### config.mk
export PLATFORM = sky130hd
export DESIGN_NAME = gfs_top
export DESIGN_NICKNAME = d
export VERILOG_FILES = /design/src/hdl/gfs_pkg.sv /design/src/hdl/gfs_parity.sv /design/src/hdl/gfs_stall_detect.sv /design/src/hdl/gfs_top.sv
export VERILOG_INCLUDE_DIRS = /design/src /design/src/hdl
export SDC_FILE = /design/constraint.sdc
export NUM_CORES = 1
export LEC_CHECK = 0
export CAP_MARGIN = 10
export CORE_MARGIN = 2
export CORE_UTILIZATION = 45
export CTS_CLUSTER_DIAMETER = 80
export CTS_CLUSTER_SIZE = 14
export DETAILED_ROUTE_END_ITERATION = 10
export DONT_BUFFER_PORTS = 1
export GPL_ROUTABILITY_DRIVEN = 1
export GPL_TIMING_DRIVEN = 0
export PLACE_DENSITY_LB_ADDON = 0.25
export RECOVER_POWER = 25
export SLEW_MARGIN = 25
export SYNTH_ARGS = -nofsm -noshare
export SYNTH_HDL_FRONTEND = slang
export SYNTH_HIERARCHICAL = 1
export SYNTH_SLANG_ARGS = --single-unit
### constraint.sdc
create_clock -name clk_sys_i -period 4.67 [get_ports clk_sys_i]
set_input_delay 0.7005 -clock clk_sys_i [delete_from_list [all_inputs] [get_ports clk_sys_i]]
set_output_delay 0.7005 -clock clk_sys_i [all_outputs]
set_load 0.02 [all_outputs]
### src/hdl/gfs_cfg.svh
/*
  Constants for the global fault status register: offsets, bit positions,
  reset values and default counts.
  Assumes it is included by its bare name from the package and the modules.
*/
`ifndef GFS_CFG_SVH
`define GFS_CFG_SVH

`define GFS_ADDR_GLOBAL_STATUS 6'h01
`define GFS_ADDR_MOTOR_STATUS 6'h02
`define GFS_RESET_VAL 16'h0000
`define GFS_BIT_BAT_OV 15
`define GFS_BIT_BAT_UV 14
`define GFS_BIT_REG_OV 13
`define GFS_BIT_REG_UVW 12
`define GFS_BIT_RSVD_HI 11
`define GFS_BIT_CP_FAIL 10
`define GFS_BIT_V5_UVW 9
`define GFS_BIT_V5_OV 8
`define GFS_BIT_V5_UV 7
`define GFS_BIT_THERM_WARN 6
`define GFS_BIT_THERM_SD 5
`define GFS_BIT_OPEN_LOAD 4
`define GFS_BIT_OVERCURRENT 3
`define GFS_BIT_STALL 2
`define GFS_BIT_RSVD_LO 1
`define GFS_BIT_PARITY 0
`define GFS_MSR_OC_HI 15
`define GFS_MSR_OC_LO 8
`define GFS_MSR_OL_A 7
`define GFS_MSR_OL_B 6
`define GFS_FRAME_BITS 24
`define GFS_OL_DELAY_BITS 16
`define GFS_COIL_BITS 10
`define GFS_STALL_CNT_BITS 3

`endif

### src/hdl/gfs_pkg.sv
/*
  Types shared by the global fault status logic.
  Assumes gfs_cfg.svh is on the include path.
*/
`include "gfs_cfg.svh"

package gfs_pkg;

  // Level conditions from the analog monitors.
  typedef struct packed {
    logic battery_supply_overvoltage;
    logic battery_supply_undervoltage;
    logic internal_regulator_overvoltage;
    logic internal_regulator_undervoltage_warning;
    logic charge_pump_failure;
    logic five_volt_undervoltage_warning;
    logic five_volt_overvoltage;
    logic five_volt_undervoltage;
    logic thermal_warning;
    logic thermal_shutdown;
  } gfs_monitor_type;

  // One coil voltage acquisition and its window settings.
  typedef struct packed {
    logic coil_voltage_measure_enable;
    logic acq_valid;
    logic [`GFS_COIL_BITS-1:0] sample;
    logic [`GFS_COIL_BITS-1:0] coil_voltage_lower_limit_a;
    logic [`GFS_COIL_BITS-1:0] coil_voltage_upper_limit;
    logic [`GFS_STALL_CNT_BITS-1:0] stall_count_limit;
  } gfs_coil_type;

  typedef enum logic [1:0] {
    GFS_OL_IDLE = 2'h0,
    GFS_OL_WAIT = 2'h1,
    GFS_OL_DONE = 2'h3
  } gfs_ol_state_type;

endpackage : gfs_pkg

### src/hdl/gfs_parity.sv
/*
  Odd parity over a frame: the returned bit makes the total count of ones odd.
  Assumes the caller registers the result.
*/
`timescale 1ns/1ps

module gfs_parity #(
  parameter int WIDTH = 23
) (
  input wire logic [WIDTH-1:0] bits_i, // Frame bits without the parity bit.
  output logic parity_o // Odd parity bit.
);
  import gfs_pkg::*;

  initial begin
    if (WIDTH < 1) begin
      $error("gfs_parity: WIDTH must be at least 1");
    end
  end

  assign parity_o = ~(^bits_i);

endmodule : gfs_parity

### src/hdl/gfs_stall_detect.sv
/*
  Counts consecutive out-of-window coil voltage acquisitions and pulses on
  each such acquisition from the programmed count onward.
  Assumes acq_valid is a one-cycle pulse per zero-current step.
*/
`timescale 1ns/1ps
`include "gfs_cfg.svh"

module gfs_stall_detect #(
  parameter int CNT_W = `GFS_STALL_CNT_BITS
) (
  input wire logic clk_sys_i, // System clock.
  input wire logic nrst_i, // Asynchronous reset, active low.
  input wire gfs_pkg::gfs_coil_type coil_i, // Acquisition and settings.
  output logic stall_evt_o // One-cycle stall event.
);
  import gfs_pkg::*;

  initial begin
    if (CNT_W != `GFS_STALL_CNT_BITS) begin
      $error("gfs_stall_detect: CNT_W must match the stall count field");
    end
  end

  logic [CNT_W-1:0] run_r;
  logic [CNT_W-1:0] run_nxt;
  logic hit_r;
  logic hit_nxt;
  logic out_of_range;
  logic limit_met;
  logic sample_en;
  logic [CNT_W:0] run_inc;

  // Outside the window between lower limit A and the upper limit.
  assign out_of_range = (coil_i.sample < coil_i.coil_voltage_lower_limit_a) ||
                        (coil_i.sample > coil_i.coil_voltage_upper_limit);
  assign sample_en = coil_i.acq_valid && coil_i.coil_voltage_measure_enable;
  // A limit of zero flags on the first out-of-range acquisition.
  // One extra bit keeps a saturated run from wrapping to zero.
  assign run_inc = {1'b0, run_r} + {{CNT_W{1'b0}}, 1'b1};
  assign limit_met = (run_inc >= {1'b0, coil_i.stall_count_limit}) ||
                     (coil_i.stall_count_limit == '0);
  assign run_nxt = !coil_i.coil_voltage_measure_enable ? '0 :
                   !coil_i.acq_valid ? run_r :
                   !out_of_range ? '0 :
                   (run_r == {CNT_W{1'b1}}) ? run_r : run_r + 1'b1;
  assign hit_nxt = sample_en && out_of_range && limit_met;

  always_ff @(posedge clk_sys_i or negedge nrst_i) begin
    if (!nrst_i) begin
      run_r <= '0;
      hit_r <= 1'b0;
    end else begin
      run_r <= run_nxt;
      hit_r <= hit_nxt;
    end
  end

  assign stall_evt_o = hit_r;

endmodule : gfs_stall_detect

### src/hdl/gfs_top.sv
/*
  Global fault status register of a stepper motor driver, with the open-load
  and overcurrent flags of the motor status register that it summarises.
  Assumes the serial frame logic outside decodes a read or a read-and-clear
  access into one-cycle strobes, and that monitor inputs are synchronous.
*/
// Behaviour
// - Supply faults latch at bits 15, 14; regulator faults at 13, 12.
// - Charge pump failure latches at bit 10.
// - Five-volt regulator: warning bit 9, overvoltage bit 8, undervoltage bit 7.
// - Thermal warning latches at bit 6, thermal shutdown at bit 5.
// - Open-load summary bit 4 sets when either phase open-load flag sets.
// - Clearing open-load summary also clears both phase open-load flags.
// - Overcurrent summary bit 3 sets when any of eight switch flags sets.
// - Clearing overcurrent summary also clears all eight switch flags.
// - Stall counts only with measurement enabled and voltage outside the window.
// - Stall bit 2 sets after the programmed count of consecutive acquisitions.
// - Bit 0 carries odd parity over the whole serial frame.
// - Phase open-load sets when reference current is missed within the delay.
`timescale 1ns/1ps
`include "gfs_cfg.svh"

module gfs_top #(
  parameter int FRAME_W = `GFS_FRAME_BITS,
  parameter int OL_DLY_W = `GFS_OL_DELAY_BITS
) (
  input wire logic clk_sys_i, // System clock, 200 MHz.
  input wire logic nrst_i, // Asynchronous reset, active low.
  input wire gfs_pkg::gfs_monitor_type monitor_i, // Monitor fault levels.
  input wire logic [7:0] oc_detect_i, // Per-switch overcurrent detect.
  input wire logic [1:0] phase_start_i, // New current reference, phase A bit 1.
  input wire logic [1:0] cur_reached_i, // Reference current reached per phase.
  input wire logic [OL_DLY_W-1:0] ol_delay_i, // Open-load delay in cycles.
  input wire gfs_pkg::gfs_coil_type coil_i, // Coil voltage acquisition.
  input wire logic rd_i, // Read strobe from the frame logic.
  input wire logic clr_i, // Read-and-clear strobe from the frame logic.
  input wire logic [5:0] addr_i, // Register address of the access.
  input wire logic [15:0] clr_mask_i, // Bits to clear, one per flag.
  input wire logic [FRAME_W-17:0] frame_rest_i, // Other frame bits for parity.
  output logic [15:0] rd_data_o, // Read word with parity in bit 0.
  output logic rd_valid_o, // Read word valid, one cycle.
  output logic [15:0] global_fault_status_o, // Live flag word, parity bit zero.
  output logic [7:0] oc_flags_o, // Per-switch overcurrent flags.
  output logic [1:0] ol_flags_o // Phase A bit 1, phase B bit 0.
);
  import gfs_pkg::*;

  initial begin
    if (FRAME_W < 17) begin
      $error("gfs_top: FRAME_W must hold the 16-bit payload plus one bit");
    end
    if (OL_DLY_W < 1) begin
      $error("gfs_top: OL_DLY_W must be at least 1");
    end
  end

  ////////////////////////////////////////////////////////////////////////////
  // Access decode.

  logic hit_gsr;
  logic hit_msr;
  logic access;
  logic [15:0] gsr_clr;

  assign access = rd_i || clr_i;
  assign hit_gsr = addr_i == `GFS_ADDR_GLOBAL_STATUS;
  assign hit_msr = addr_i == `GFS_ADDR_MOTOR_STATUS;
  assign gsr_clr = (clr_i && hit_gsr) ? clr_mask_i : 16'h0000;

  ////////////////////////////////////////////////////////////////////////////
  // Per-phase open-load timers.

  logic [1:0] ol_evt;

  for (genvar ph = 0; ph < 2; ph++) begin : g_ol
    gfs_ol_state_type st_r;
    gfs_ol_state_type st_nxt;
    logic [OL_DLY_W-1:0] cnt_r;
    logic [OL_DLY_W-1:0] cnt_nxt;
    logic timeout;
    logic evt_r;

    assign timeout = (st_r == GFS_OL_WAIT) && !cur_reached_i[ph] && (cnt_r == '0);

    always_comb begin
      st_nxt = st_r;
      cnt_nxt = cnt_r;
      if (phase_start_i[ph]) begin
        st_nxt = GFS_OL_WAIT;
        cnt_nxt = ol_delay_i;
      end else begin
        unique case (st_r)
          GFS_OL_IDLE: begin
            st_nxt = GFS_OL_IDLE;
          end
          GFS_OL_WAIT: begin
            if (cur_reached_i[ph] || timeout) begin
              st_nxt = GFS_OL_DONE;
            end else begin
              cnt_nxt = cnt_r - 1'b1;
            end
          end
          GFS_OL_DONE: begin
            st_nxt = GFS_OL_DONE;
          end
          default: begin
            st_nxt = GFS_OL_IDLE;
          end
        endcase
      end
    end

    always_ff @(posedge clk_sys_i or negedge nrst_i) begin
      if (!nrst_i) begin
        st_r <= GFS_OL_IDLE;
        cnt_r <= '0;
        evt_r <= 1'b0;
      end else begin
        st_r <= st_nxt;
        cnt_r <= cnt_nxt;
        evt_r <= timeout && !phase_start_i[ph];
      end
    end

    assign ol_evt[ph] = evt_r;
  end

  ////////////////////////////////////////////////////////////////////////////
  // Stall detection and parity.

  logic stall_evt;
  logic rd_parity;
  logic [15:0] rd_word;

  gfs_stall_detect #(
    .CNT_W(`GFS_STALL_CNT_BITS)
  ) gfs_stall_detect_i (
    .clk_sys_i(clk_sys_i),
    .nrst_i(nrst_i),
    .coil_i(coil_i),
    .stall_evt_o(stall_evt)
  );

  gfs_parity #(
    .WIDTH(FRAME_W - 1)
  ) gfs_parity_i (
    .bits_i({frame_rest_i, rd_word[15:1]}),
    .parity_o(rd_parity)
  );

  ////////////////////////////////////////////////////////////////////////////
  // Motor status flags summarised here.

  logic [7:0] oc_r;
  logic [7:0] oc_nxt;
  logic [1:0] ol_r;
  logic [1:0] ol_nxt;
  logic oc_sum_clr;
  logic ol_sum_clr;

  assign oc_sum_clr = gsr_clr[`GFS_BIT_OVERCURRENT];
  assign ol_sum_clr = gsr_clr[`GFS_BIT_OPEN_LOAD];
  // A new detection in the clearing cycle survives the clear.
  assign oc_nxt = (oc_r & ~{8{oc_sum_clr}}) | oc_detect_i;
  assign ol_nxt = (ol_r & ~{2{ol_sum_clr}}) | ol_evt;

  ////////////////////////////////////////////////////////////////////////////
  // Global flag word.

  logic [15:0] gsr_r;
  logic [15:0] gsr_nxt;
  logic [15:0] gsr_set;
  logic [15:0] gsr_impl;

  always_comb begin
    gsr_set = 16'h0000;
    gsr_set[`GFS_BIT_BAT_OV] = monitor_i.battery_supply_overvoltage;
    gsr_set[`GFS_BIT_BAT_UV] = monitor_i.battery_supply_undervoltage;
    gsr_set[`GFS_BIT_REG_OV] = monitor_i.internal_regulator_overvoltage;
    gsr_set[`GFS_BIT_REG_UVW] = monitor_i.internal_regulator_undervoltage_warning;
    gsr_set[`GFS_BIT_CP_FAIL] = monitor_i.charge_pump_failure;
    gsr_set[`GFS_BIT_V5_UVW] = monitor_i.five_volt_undervoltage_warning;
    gsr_set[`GFS_BIT_V5_OV] = monitor_i.five_volt_overvoltage;
    gsr_set[`GFS_BIT_V5_UV] = monitor_i.five_volt_undervoltage;
    gsr_set[`GFS_BIT_THERM_WARN] = monitor_i.thermal_warning;
    gsr_set[`GFS_BIT_THERM_SD] = monitor_i.thermal_shutdown;
    gsr_set[`GFS_BIT_OPEN_LOAD] = |ol_nxt;
    gsr_set[`GFS_BIT_OVERCURRENT] = |oc_nxt;
    gsr_set[`GFS_BIT_STALL] = stall_evt;
  end

  // Reserved and parity positions never hold state.
  always_comb begin
    gsr_impl = 16'hFFFF;
    gsr_impl[`GFS_BIT_RSVD_HI] = 1'b0;
    gsr_impl[`GFS_BIT_RSVD_LO] = 1'b0;
    gsr_impl[`GFS_BIT_PARITY] = 1'b0;
  end

  // Set wins over clear; a flag drops only on a host clear.
  assign gsr_nxt = ((gsr_r & ~gsr_clr) | gsr_set) & gsr_impl;

  ////////////////////////////////////////////////////////////////////////////
  // Read path: the word is the value before any clear of the same access.

  logic [15:0] msr_word;

  always_comb begin
    msr_word = 16'h0000;
    msr_word[`GFS_MSR_OC_HI:`GFS_MSR_OC_LO] = oc_r;
    msr_word[`GFS_MSR_OL_A] = ol_r[1];
    msr_word[`GFS_MSR_OL_B] = ol_r[0];
  end

  assign rd_word = hit_gsr ? gsr_r : (hit_msr ? msr_word : 16'h0000);

  logic [15:0] rd_data_r;
  logic rd_valid_r;

  always_ff @(posedge clk_sys_i or negedge nrst_i) begin
    if (!nrst_i) begin
      gsr_r <= `GFS_RESET_VAL;
      oc_r <= 8'h00;
      ol_r <= 2'h0;
      rd_data_r <= 16'h0000;
      rd_valid_r <= 1'b0;
    end else begin
      gsr_r <= gsr_nxt;
      oc_r <= oc_nxt;
      ol_r <= ol_nxt;
      rd_valid_r <= access;
      if (access) begin
        rd_data_r <= {rd_word[15:1], rd_parity};
      end
    end
  end

  assign rd_data_o = rd_data_r;
  assign rd_valid_o = rd_valid_r;
  assign global_fault_status_o = gsr_r;
  assign oc_flags_o = oc_r;
  assign ol_flags_o = ol_r;

endmodule : gfs_top

Word-level counts from Yosys, hierarchy flattened --
Index checks and enable logic that the tools add are counted.
Operators by class: add/subtract/negate cells 4, order comparisons 3, equality and inequality tests 13, multiplexer cells 19, bitwise operators 10, reductions and logical operators 30
Operators with widths (count):
- 2-to-1 mux 16 bit | 9
- zero test 16 bit | 2
- subtractor 16 x 1 -> 16 bit, second input constant | 2
- XOR reduction 23 bit | 1
- AND 16 bit | 1
- inverter 16 bit | 1
- OR 16 bit | 1
- 2-to-1 mux 3 bit | 4
- greater-than comparator 10 bit | 1
- logical AND 1 bit | 10
- less-than comparator 10 bit | 1
- AND 8 bit | 1
- 2-to-1 mux 2 bit | 4
- inverter 8 bit | 1
- OR 8 bit | 1
- one-hot mux 2 bit (2 select lines) | 2
- OR reduction 8 bit | 1
- equality test 6 x 1 -> 1 bit, second input constant | 1
- equality test 6 x 2 -> 1 bit, second input constant | 1
- != test 2 bit, second input constant | 3
- != test 3 x 2 -> 1 bit, second input constant | 2
- AND reduction 2 bit | 3
- logical OR 1 bit | 5
- adder 3 x 1 -> 4 bit, second input constant | 1
- other kinds (14) | 20
Storage, ports and cells: register bits 82, input bits 107, output and inout bits 43

Logic depth before layout (Yosys ltp) --
Gate-level depths: netlist of run 1.
depth in word-level cells 8, gate-level depth with buffers 9

Hierarchy --
Netlist of run 1, hierarchy kept.
By module, submodules not included:
- gfs_top | instances 1, cells an instance 390, area each 3912.5 µm², seq. area each 1926.8 µm²
- gfs_stall_detect | instances 1, cells an instance 99, area each 793.3 µm², seq. area each 100.1 µm²
- gfs_parity | instances 1, cells an instance 21, area each 197.7 µm², seq. area each 0.0 µm²

Least setup slack after synthesis of run 1 --
OpenSTA, ideal clock, no wires.
path type input to register, start in addr_i[5], end reg rd_data_r[0], in the netlist rd_data_o[0], setup time 125 ps, data arrival time 3005 ps, setup slack 1540 ps, stages on the path 9, path buffers 1, cell sequence nor4_1 and3b_1 clkbuf_1 a22o_1 xor2_1 xnor2_1 xnor2_1 xnor3_1 mux2_2
On the way: longest elaborated chain between the ends 5
RTL lines:
- from (decl) | line gfs_top.sv:37 | input wire logic [5:0] addr_i,
- equality test 6 x 2 -> 1 bit (no line)
- 2-to-1 mux 16 bit | line gfs_top.sv:215 | assign rd_word = hit_gsr ? gsr_r : (hit_msr ? msr_word : 16'h0000);
- 2-to-1 mux 16 bit * | line gfs_top.sv:215
- named net rd_word[6] | line gfs_top.sv:133 | logic [15:0] rd_word;
- XOR reduction 23 bit * | line gfs_parity.sv:21 | assign parity_o = ~(^bits_i);
- inverter 1 bit * | line gfs_parity.sv:21
- named net rd_parity | line gfs_top.sv:132 | logic rd_parity;
- to (signal assigned) | line gfs_top.sv:233 | rd_data_r <= {rd_word[15:1], rd_parity};
- to (decl) | line gfs_top.sv:217 | logic [15:0] rd_data_r;
Mark *: on every way through the listed nets, which the timed path passes. The rest lies on a longest branch. A chain may end at the register's enable or synchronous reset.

Worst setup path in the final report of run 1 --
Ends and elaborated chain as after synthesis.

==> impl_results.rst, run 1 <==
.. list-table::
   :header-rows: 1

   * - Metric
     - Value
   * - Clk sinks
     - 81
   * - Antenna violations before repair
     - 0
   * - Die Y-Extent
     - ~110 µm
   * - Highest ir drop seen on vdd
     - about 0.12 mV
   * - Maximum number of buffers from clock root to sink
     - 2
   * - Total of max-cap violations
     - 0
   * - Maximum clock frequency
     - about 0.30 GHz
   * - Clock tree from TritonCTS
     - done
   * - Type of destination of the critical path
     - register
   * - Share of the clock period used by the worst path after layout
     - 70.4%
   * - Area taken by flip-flops and latches
     - a little over 2000 µm²
   * - Comb pwr share
     - approximately 14%
   * - Status
     - finished, final reports clean
   * - Normalized max-slew margin
     - 36.6%
   * - Horizontal die dimension
     - 108 µm
   * - Post-CTS Resized
     - 0
   * - Worst setup skew after layout
     - ~9.5 ps
   * - Worst reg2reg setup slack
     - a little over 2000 ps
   * - Pwr Density
     - 297 nW/µm²
   * - Share of the yosys chip area belonging to registers
     - 41.3%
   * - Prevailing post-synth register cell
     - dfrtp_1
   * - Count of synthesis-stage warnings from yosys
     - 6
   * - Total design power
     - 0.00158 W
   * - Vias in the first global route
     - a little under 4,000
   * - # setup viols final
     - 0
   * - 1st-iter DRT viols
     - 265
   * - Global-route wire length before repair
     - a little under 20 mm
   * - Total negative slack for setup checks
     - 0 ps
   * - Highest fanout seen on the critical path
     - 10
   * - Drt first pass iters
     - 4
   * - Routability Congestion
     - between 0.8 and 0.9
   * - Share of synthesized flip-flops with an asynchronous set or reset
     - 100%
   * - Setup Fix Bufs, Post-CTS
     - 0
   * - Slew at the pin closest to its max-slew limit
     - around 940 ps
   * - Mapped Avg Cell Area
     - between 9 and 10 µm²
   * - Static leakage power
     - 2.19 nW
   * - Sw Ratio
     - a little over a quarter
   * - Clock-pin slew reported for the worst setup and hold paths after clock tree synthesis
     - roughly 90 ps
   * - PortBufs
     - 0
   * - Start-to-end type of the worst setup path
     - in -> reg
   * - Internal power contribution
     - ~0.0011 W
   * - DP HPWL
     - 9.24 mm
   * - Post-synth EDFFs
     - 0
   * - Starting density of the core
     - around 46%
   * - Unrepaired setup endpoints after global routing
     - false
   * - Layout fillers
     - around 1,000
   * - Root cell of the clock tree
     - clkbuf_8
   * - Pin count of the biggest net entering global routing
     - 82
   * - Post-synth design cell area
     - 4900 µm²
   * - Latest clock arrival within the worst-skew pair
     - between 300 and 400 ps
   * - Via density per instance
     - 6.02
   * - Area occupied by multi-input gates
     - about 2700 µm²
   * - Remaining antenna violation count after routing
     - 0
   * - Proportion of power drawn by the clock network
     - a little over a third
   * - GRT Overall Usage
     - 20.9%
   * - Worst hold path type
     - in -> async
   * - Placeable core region
     - approximately 11,000 µm²
   * - Fraction of final layout cells sized beyond drive strength 1
     - about 9.6%
   * - Worst endpoint data arrival time
     - about 3500 ps
   * - Total I/O pin count
     - 150
   * - Vias after detailed routing
     - a little over 4,000
   * - Flop pwr share
     - between 50% and 60%
   * - Number of antenna repair diodes
     - 0
   * - Final Hold Fails
     - 0
   * - CTS H-tree lvls
     - 3
   * - Max-slew violation count
     - 0
   * - Net Switching
     - roughly 0.00043 W
   * - Post-cts hold buffer count
     - 0
   * - Post-synth cell types
     - just over 60
   * - Number of core rows
     - 38
   * - Synth-to-Final Area Change
     - 8.14%
   * - DRC violation count after routing
     - 0
   * - NumNets Final
     - between 600 and 700
   * - Min Tclk post-route
     - about 3300 ps
   * - Drt total wl
     - ~12 mm
   * - Die area
     - approximately 12,000 µm²
   * - Startpoint types
     - input port
   * - CP required
     - about 4900 ps
   * - Overflow after GRT
     - 0
   * - Final routed wire length divided by cell count
     - about 18 µm
   * - Number of instances in the synthesized netlist
     - around 500
   * - Total of flip-flops plus latches after synthesis
     - 81
   * - TritonCTS Buffers
     - 9
   * - Final core utilization
     - approximately 50%
## state kept, by name (all words and copies together) (netlist names)
name and flops:
g_ol.cnt_r 32, g_ol.evt_r 2, g_ol.st_r 4, gfs_stall_detect_i/run_r 3, gfs_stall_detect_i/stall_evt_o 1, global_fault_status_o 13, oc_flags_o 8, ol_flags_o 2
rd_data_o 15, rd_valid_o 1
## worst paths after layout
path,to,cells past startpoint,start
hold reg to reg,global_fault_status_o[2]$_DFF_PN0_,1,gfs_stall_detect_i/stall_evt_o$_DFF_PN0_
setup / recovery,rd_data_o[0]$_DFFE_PN0P_,9,addr_i[5]
setup reg to reg,g_ol[0].cnt_r[3]$_DFFE_PN0P_,7,g_ol[0].cnt_r[0]$_DFFE_PN0P_
hold / removal,oc_flags_o[3]$_DFF_PN0_,0,nrst_i
max in group asynchronous,g_ol[0].cnt_r[12]$_DFFE_PN0P_,0,nrst_i
min in group clk_sys_i,global_fault_status_o[2]$_DFF_PN0_,1,gfs_stall_detect_i/stall_evt_o$_DFF_PN0_
## logic make-up (layout without fill, tap and decap cells)
family / after synthesis / after routing / synth area share [%]
buf+inv: 57 / 72 / 4.75
flops: 81 / 81 / 41.3
xor+xnor: 23 / 23 / 4.39
other cells: 1 / 5 / 0.0765
simple gates: 187 / 187 / 20.9
compound gates: 116 / 116 / 17.5
mux: 17 / 17 / 3.90
fa+ha+maj: 28 / 28 / 7.14
## synth_stat cells (2+ instances only)
library cell / number / area [µm²]
nor3b_1: 3 / 22.5
a22o_1: 9 / 78.8
inv_1: 30 / 113
or3b_2: 2 / 17.5
o21ai_0: 9 / 45.0
or3_1: 15 / 93.8
o311ai_0: 5 / 43.8
or2_2: 7 / 43.8
buf_2: 3 / 15.0
xnor2_1: 18 / 158
nor3_1: 9 / 45.0
ha_1: 28 / 350
a21oi_1: 7 / 35.0
or4_1: 20 / 150
o21ai_1: 3 / 15.0
buf_4: 4 / 30.0
a211oi_1: 3 / 22.5
mux2_2: 17 / 191
xor2_1: 4 / 35.0
nor4_1: 13 / 81.3
a211o_1: 3 / 26.3
nor2b_1: 3 / 18.8
dfrtp_1: 81 / 2030
a31oi_1: 21 / 131
nand4_1: 5 / 31.3
o41ai_1: 3 / 26.3
nor2_1: 34 / 128
nand2_1: 39 / 146
a21o_1: 22 / 165
and2_1: 2 / 12.5
clkbuf_1: 19 / 71.3
or4b_1: 2 / 20.0
nand2b_1: 6 / 37.5
nand4b_1: 2 / 17.5
nand3_1: 12 / 60.1
a21boi_0: 2 / 15.0
and3_1: 7 / 43.8
o211ai_1: 3 / 22.5
o31ai_1: 11 / 82.6
a22oi_1: 2 / 15.0
a221o_1: 2 / 20.0
## stage by stage
step / instance area (µm²) / std cells / setup slack (ps) / hold slack [ps]
4_1_cts: 5300 / 669 / 1430 / 7.31
2_1_floorplan: 4920 / 514 / 1540 / 404
3_3_place_gp: 5090 / 654 / 1070 / 409
6_report: 5300 / 669 / 1380 / 33.8
3_5_place_dp: 5090 / 654 / 1020 / 408
5_1_grt: 5300 / 669 / 1240 / 0.657
## power groups by stage
| stage | Clock (W) | Combinational (W) | Sequential (W) |
|---|---|---|---|
| final | 0.000557 | 0.000226 | 0.000794 |
| after global routing | 0.000607 | 0.000254 | 0.000801 |
| after CTS | 0.000577 | 0.000226 | 0.000793 |
| after detailed placement | 0 | 0.000226 | 0.000806 |
| after global placement | 0 | 0.000219 | 0.000804 |
| after floorplan | 0 | 0.000186 | 0.000794 |
## per-layer routing
layer  part of all wire [%]  global-route usage [%]  up-vias
met2                     48                    34.0      144
li1                       -                       -     1910
met5                      0                       0        -
met4                    2.2                    8.15        0
met1                     43                    27.8     1953
met3                    6.5                    3.80       21
## layout make-up
type | count | share of cell area, %
Multi-Input combinational cell | 376 | 50.1
Sequential cell | 81 | 38.2
Tap cell | 140 | 3.30
Clock buffer | 10 | 2.41
Buffer | 27 | 2.27
Inverter | 30 | 2.12
Clock inverter | 5 | 1.53
## placed cells by master (no fill, tap or decap), types with 12 or more instances in the layout
cell,n
dfrtp_1,81
nand2_1,39
nor2_1,34
inv_1,30
ha_1,28
a21o_1,22
a31oi_1,21
clkbuf_1,20
or4_1,20
xnor2_1,18
mux2_2,17
or3_1,15
nor4_1,13
nand3_1,12
## critical path, cell delays in order
cell      delay (ps)
nor4_1           790
and3b_1          270
clkbuf_1         350
a22o_1           260
xor2_1           190
xnor2_1          160
xnor2_1          150
xnor3_1          390
mux2_2           270
No activity file was read; power rests on OpenSTA's default activity.
==> run 2, diff against run 1 <==
Clock period 4.67 ns to 2.9 ns, I/O delays scaled along.
==> impl_results.rst, run 2 (synthesis gave the netlist of run 1 again) <==
.. list-table::
   :header-rows: 1

   * - Metric
     - Value
   * - Fraction of final layout cells sized beyond drive strength 1
     - under 10%
   * - Min Tclk post-route
     - ~2800 ps
   * - Starting density of the core
     - around 46%
   * - Comb pwr share
     - between 15 and 20%
   * - Synth-to-Final Area Change
     - 8.57%
   * - Placeable core region
     - approximately 11,000 µm²
   * - Via density per instance
     - approximately 6.1
   * - CTS H-tree lvls
     - 3
   * - TritonCTS Buffers
     - 9
   * - DP HPWL
     - between 9 and 10 mm
   * - Unrepaired setup endpoints after global routing
     - false
   * - Cell-by-cell listing of the critical path
     - nor4_2, and3b_1, clkbuf_1, a22o_1, xor2_1, xnor2_1, xnor2_1, xnor3_1, mux2_2
   * - 1st-iter DRT viols
     - roughly 260
   * - Status
     - finished, violations left
   * - Die area
     - between 10,000 and 15,000 µm²
   * - Clock tree from TritonCTS
     - done
   * - Vias after detailed routing
     - approximately 4,100
   * - Most used cells in the layout excluding fill and tap cells
     - dfrtp_1, nand2_1, nor2_1
   * - Startpoint types
     - input port
   * - Cell area after placement
     - slightly above 5000 µm²
   * - Number of core rows
     - 38
   * - CP required
     - around 3200 ps
   * - Internal power contribution
     - 0.00185 W
   * - Top cell by count, worst path
     - xnor2_1
   * - Net Switching
     - approximately 0.00071 W
   * - Routability Congestion
     - around 0.88
   * - Met2 routed WL
     - just under 6 mm
   * - Static leakage power
     - about 2.2 nW
   * - Final core utilization
     - 49.5%
   * - Final hold slack
     - around 170 ps
   * - Slew at the pin closest to its max-slew limit
     - slightly above 2000 ps
   * - Worst reg2reg setup slack
     - 260 ps
   * - Drt total wl
     - 12.3 mm
   * - Highest fanout seen on the critical path
     - 10
   * - Largest stage delay on the critical path
     - about 550 ps
   * - Remaining antenna violation count after routing
     - 0
   * - Proportion of power drawn by the clock network
     - 34.9%
   * - Number of antenna repair diodes
     - 0
   * - Latest clock arrival within the worst-skew pair
     - between 300 and 400 ps
   * - Layout fillers
     - just over 1,000
   * - Pin count of the biggest net entering global routing
     - 82
   * - Register with the most flip-flops
     - g_ol.cnt_r
   * - Worst hold path type
     - in -> reg
   * - Share of the clock period used by the worst path after layout
     - a little over nine tenths
   * - Flop pwr share
     - 50.0%
   * - Start-to-end type of the worst setup path
     - in -> reg
   * - PortBufs
     - 0
   * - # setup viols final
     - 0
   * - Max-slew violation count
     - between 80 and 90
   * - Max layer used
     - met4
   * - Cell with the biggest individual delay on the critical path
     - nor4_2
   * - Routed length on met1
     - 5.26 mm
   * - GRT Overall Usage
     - between 20% and 30%
   * - Highest ir drop seen on vdd
     - ~0.19 mV
   * - Horizontal die dimension
     - 108 µm
   * - Worst slack after detailed placement
     - -482 ps
   * - Worst setup margin
     - around 130 ps
   * - Amount of wire on met3 after detailed routing
     - 830 µm
   * - Overflow after GRT
     - 0
   * - Normalized max-slew margin
     - -34.4%
   * - Total I/O pin count
     - 150
   * - Type of destination of the critical path
     - register
   * - Drt first pass iters
     - 5
   * - Flip-flop count of the largest register after layout
     - 32
   * - Maximum clock frequency
     - 0.360 GHz
   * - Worst endpoint data arrival time
     - 3020 ps
   * - Finished layout cell area
     - 5320 µm²
   * - Sw Ratio
     - between 20% and 30%
   * - Final Hold Fails
     - 0
   * - Global-route wire length before repair
     - between 15 and 20 mm
   * - Violations in the final reports
     - max-capacitance violations, max-slew violations
   * - DRC violation count after routing
     - 0
   * - NumNets Final
     - 662
   * - Antenna violations before repair
     - 0
   * - Maximum number of buffers from clock root to sink
     - 2
   * - Total of max-cap violations
     - 1
   * - Die Y-Extent
     - approximately 110 µm
   * - Clk sinks
     - 81
   * - Pwr Density
     - ~480 nW/µm²
   * - Clock-pin slew reported for the worst setup and hold paths after clock tree synthesis
     - approximately 80 ps
   * - Worst setup skew after layout
     - ~9.5 ps
   * - Vias in the first global route
     - roughly 4,000
   * - Final routed wire length divided by cell count
     - ~18 µm
   * - Most common cell after layout, fill and taps aside
     - dfrtp_1
   * - Root cell of the clock tree
     - clkbuf_8
[run 2: cell count changes in the layout (fill, tap and decap cells not counted), sizes merged]
cell	before	now
clkbuf	29	30
dlygate4sd3	0	1
[run 2: final timing paths]
kind	from	to	cells after the start
hold / removal	monitor_i[9]	global_fault_status_o[15]$_DFF_PN0_	1
min in group asynchronous	nrst_i	gfs_stall_detect_i/run_r[2]$_DFFE_PN0P_	2
max in group asynchronous	nrst_i	g_ol[1].cnt_r[15]$_DFFE_PN0P_	2
setup / recovery	addr_i[5]	rd_data_o[0]$_DFFE_PN0P_	9
hold reg to reg	gfs_stall_detect_i/stall_evt_o$_DFF_PN0_	global_fault_status_o[2]$_DFF_PN0_	1
setup reg to reg	g_ol[0].cnt_r[0]$_DFFE_PN0P_	g_ol[0].cnt_r[3]$_DFFE_PN0P_	7
[run 2: final cells by class]
cell class / instances / area, µm² / area share [%]
inverter: 30 / 113 / 2.12
clock inverter: 5 / 81.3 / 1.53
buffer: 27 / 120 / 2.26
timing repair buffer: 2 / 15.0 / 0.282
multi-input combinational: 376 / 2670 / 50.1
sequential: 81 / 2030 / 38.1
clock buffer: 10 / 128 / 2.40
tap: 140 / 175 / 3.29
[run 2: stage by stage]
stage	power (W)	TNS [ps]	cells
final	0.00256	0	671
after global routing	0.00271	0	671
after CTS	0.00260	0	671
after detailed placement	0.00166	-482	654
after global placement	0.00165	-434	654
after floorplan	0.00158	0	514
[run 2: worst max-delay path: cells and delay by family]
family | cells | cell delay (ps)
AO/OA/AOI/OAI | 1 | 260
XOR/XNOR | 4 | 890
buffers and inverters | 1 | 370
multiplexers | 1 | 270
AND/OR/NAND/NOR | 2 | 800
[run 2: layer usage]
metal	vias to the layer above	track usage, %
li1	1919	-
met1	1966	27.8
met2	169	34.3
met3	21	3.80
met4	0	8.15
met5	-	0
[run 2: what timing repair did]
item	4_1_cts	5_1_grt
endpoints found under the setup margin	1	0
gates resized for setup	1	0
endpoints found under the hold margin	81	0
hold buffers	2	0
buffers inserted	0	0
[run 2: power by group through the flow]
| stage | sequential (W) | clock [W] | combinational [W] |
|---|---|---|---|
| after floorplan | 0.00128 | 0 | 0.000299 |
| after global placement | 0.00130 | 0 | 0.000353 |
| after detailed placement | 0.00130 | 0 | 0.000364 |
| after CTS | 0.00128 | 0.000929 | 0.000394 |
| after global routing | 0.00129 | 0.000977 | 0.000438 |
| final | 0.00128 | 0.000894 | 0.000387 |
==> run 3, diff against run 2 <==
Settings changed: SLEW_MARGIN 25 to 10.
Clock period 2.9 ns to 3.5 ns, I/O delays scaled along.
==> impl_results.rst, run 3 (synthesis gave the netlist of run 1 again) <==
.. list-table::
   :header-rows: 1

   * - Metric
     - Value
   * - Status
     - finished, violations left
   * - Violations in the final reports
     - max-capacitance violations, max-slew violations
   * - Die Y-Extent
     - ~110 µm
   * - Static leakage power
     - 2.19 nW
   * - Number of antenna repair diodes
     - 0
   * - Antenna violations before repair
     - 0
   * - Die area
     - 11,700 µm²
   * - Start-to-end type of the worst setup path
     - in -> reg
   * - Max-slew violation count
     - 82
   * - Worst setup skew after layout
     - a little under 9 ps
   * - TritonCTS Buffers
     - 9
   * - Largest stage delay on the critical path
     - 790 ps
   * - Maximum clock frequency
     - around 0.32 GHz
   * - CTS H-tree lvls
     - 3
   * - # setup viols final
     - 0
   * - Number of core rows
     - 38
   * - Met2 routed WL
     - slightly below 6 mm
   * - CP Buf/Inv Count
     - 1
   * - GRT Overall Usage
     - roughly a fifth
   * - Timing startpoint of the critical path
     - addr_i[5]
   * - Global-route wire length before repair
     - about 19 mm
   * - Drt total wl
     - 12.3 mm
   * - Most common cell after layout, fill and taps aside
     - dfrtp_1
   * - Worst Reg-to-Reg Cells
     - 7
   * - Crit path depth
     - 9
   * - Worst reg2reg setup slack
     - 860 ps
   * - Worst endpoint data arrival time
     - about 3400 ps
   * - Endpoint of the worst setup timing path
     - rd_data_o[0]$_DFFE_PN0P_
   * - Share of the clock period used by the worst path after layout
     - 88.8%
   * - Routed length on met1
     - 5.25 mm
   * - Slew at the pin closest to its max-slew limit
     - ~2000 ps
   * - PortBufs
     - 0
   * - Horizontal die dimension
     - 108 µm
   * - Flip-flop count of the largest register after layout
     - 32
   * - Normalized max-slew margin
     - -34.7%
   * - DP HPWL
     - approximately 9 mm
   * - Top cell by count, worst path
     - xnor2_1
   * - Placeable core region
     - between 10,000 and 15,000 µm²
   * - Cell-by-cell listing of the critical path
     - nor4_1, and3b_1, clkbuf_1, a22o_1, xor2_1, xnor2_1, xnor2_1, xnor3_1, mux2_2
   * - 1st-iter DRT viols
     - ~270
   * - Final routed wire length divided by cell count
     - 18.3 µm
   * - Via density per instance
     - roughly 6.1
   * - Min Tclk post-route
     - slightly above 3000 ps
   * - Cell with the biggest individual delay on the critical path
     - nor4_1
   * - Final Hold Fails
     - 0
   * - Root cell of the clock tree
     - clkbuf_8
   * - Finished layout cell area
     - 5310 µm²
   * - Drt first pass iters
     - 4
   * - Clk sinks
     - 81
   * - Highest fanout seen on the critical path
     - 10
   * - Register with the most flip-flops
     - g_ol.cnt_r
   * - Post-CTS Resized
     - 0
   * - Kind of cell adding the most delay to the critical path
     - simple AND/OR/NAND/NOR gates
   * - Type of destination of the critical path
     - register
   * - Overflow after GRT
     - 0
   * - Highest ir drop seen on vdd
     - roughly 0.16 mV
   * - Pwr Density
     - ~400 nW/µm²
   * - Total I/O pin count
     - 150
   * - Total negative slack for setup checks
     - 0 ps
   * - Startpoint types
     - input port
   * - CP required
     - approximately 3800 ps
   * - Remaining antenna violation count after routing
     - 0
   * - Routability Congestion
     - around 0.88
   * - Clock-pin slew reported for the worst setup and hold paths after clock tree synthesis
     - ~80 ps
   * - Setup Fix Bufs, Post-CTS
     - 0
   * - Cell area after placement
     - 5090 µm²
   * - Clock tree from TritonCTS
     - done
   * - Worst hold path type
     - in -> reg
   * - Vias after detailed routing
     - a little over 4,000
   * - Most used cells in the layout excluding fill and tap cells
     - dfrtp_1, nand2_1, nor2_1
   * - Pin count of the biggest net entering global routing
     - 82
   * - Maximum number of buffers from clock root to sink
     - 2
   * - Reg-to-reg startpoint
     - g_ol[0].cnt_r[0]$_DFFE_PN0P_
   * - Latest clock arrival within the worst-skew pair
     - approximately 350 ps
   * - Amount of wire on met3 after detailed routing
     - 831 µm
   * - Unrepaired setup endpoints after global routing
     - false
   * - Endpoint of the lowest-slack register-to-register path
     - g_ol[0].cnt_r[3]$_DFFE_PN0P_
   * - Fraction of final layout cells sized beyond drive strength 1
     - under 10%
   * - Total of max-cap violations
     - 1
   * - DRC violation count after routing
     - 0
   * - Max layer used
     - met4
   * - Starting density of the core
     - a little under half
   * - NumNets Final
     - approximately 660
   * - Synth-to-Final Area Change
     - 8.24%
   * - Vias in the first global route
     - roughly 4,000
   * - Post-cts hold buffer count
     - 1
## run 3: cell count changes in the layout (fill, tap and decap cells not counted)
cell           before  now
nor4_1             12   13
dlygate4sd3_1       1    0
nor4_2              1    0
## run 3: stage by stage
stage / total power, W / cells / hold WS [ps] / util, % / worst slack [ps]
2_1_floorplan: 0.00131 / 514 / 229 / - / 545
3_3_place_gp: 0.00137 / 654 / 233 / 47.4 / 75.6
3_5_place_dp: 0.00138 / 654 / 232 / 47.4 / 27.8
4_1_cts: 0.00215 / 670 / 65.8 / 49.6 / 431
5_1_grt: 0.00224 / 670 / 231 / 49.4 / 243
6_report: 0.00212 / 670 / 254 / 49.4 / 393
## run 3: metal layers
| metal | up-vias | GRT usage, % |
|---|---|---|
| li1 | 1916 | - |
| met3 | 21 | 3.80 |
| met4 | 0 | 8.15 |
| met1 | 1959 | 27.8 |
| met2 | 166 | 34.1 |
| met5 | - | 0 |
## run 3: worst min-delay path by stage
stage	start	slack (ps)	cells past startpoint	end
2_1_floorplan	nrst_i	230	0	g_ol[0].cnt_r[0]$_DFFE_PN0P_
3_3_place_gp	nrst_i	230	0	global_fault_status_o[14]$_DFF_PN0_
3_5_place_dp	nrst_i	230	0	gfs_stall_detect_i/run_r[2]$_DFFE_PN0P_
4_1_cts	nrst_i	70	1	gfs_stall_detect_i/run_r[2]$_DFFE_PN0P_
5_1_grt	monitor_i[4]	230	1	global_fault_status_o[9]$_DFF_PN0_
6_report	monitor_i[4]	250	1	global_fault_status_o[9]$_DFF_PN0_
## run 3: where the power goes
group,total [W],internal (W),switching [W],leakage (nW)
Combinational,0.000319,0.000143,0.000176,1.16
Clock,0.000741,0.000398,0.000342,0.102
Sequential,0.00106,0.000989,0.0000710,0.929
## run 3: cell type report
type | count | area [µm²]
flip-flops and latches | 81 | 2030
well taps | 140 | 175
fillers | 1035 | 5440
plain buffers | 27 | 120
repair buffers | 1 | 5.00
clock inverters | 5 | 81.3
inverters | 30 | 113
clock buffers | 10 | 128
multi-input cells | 376 | 2660
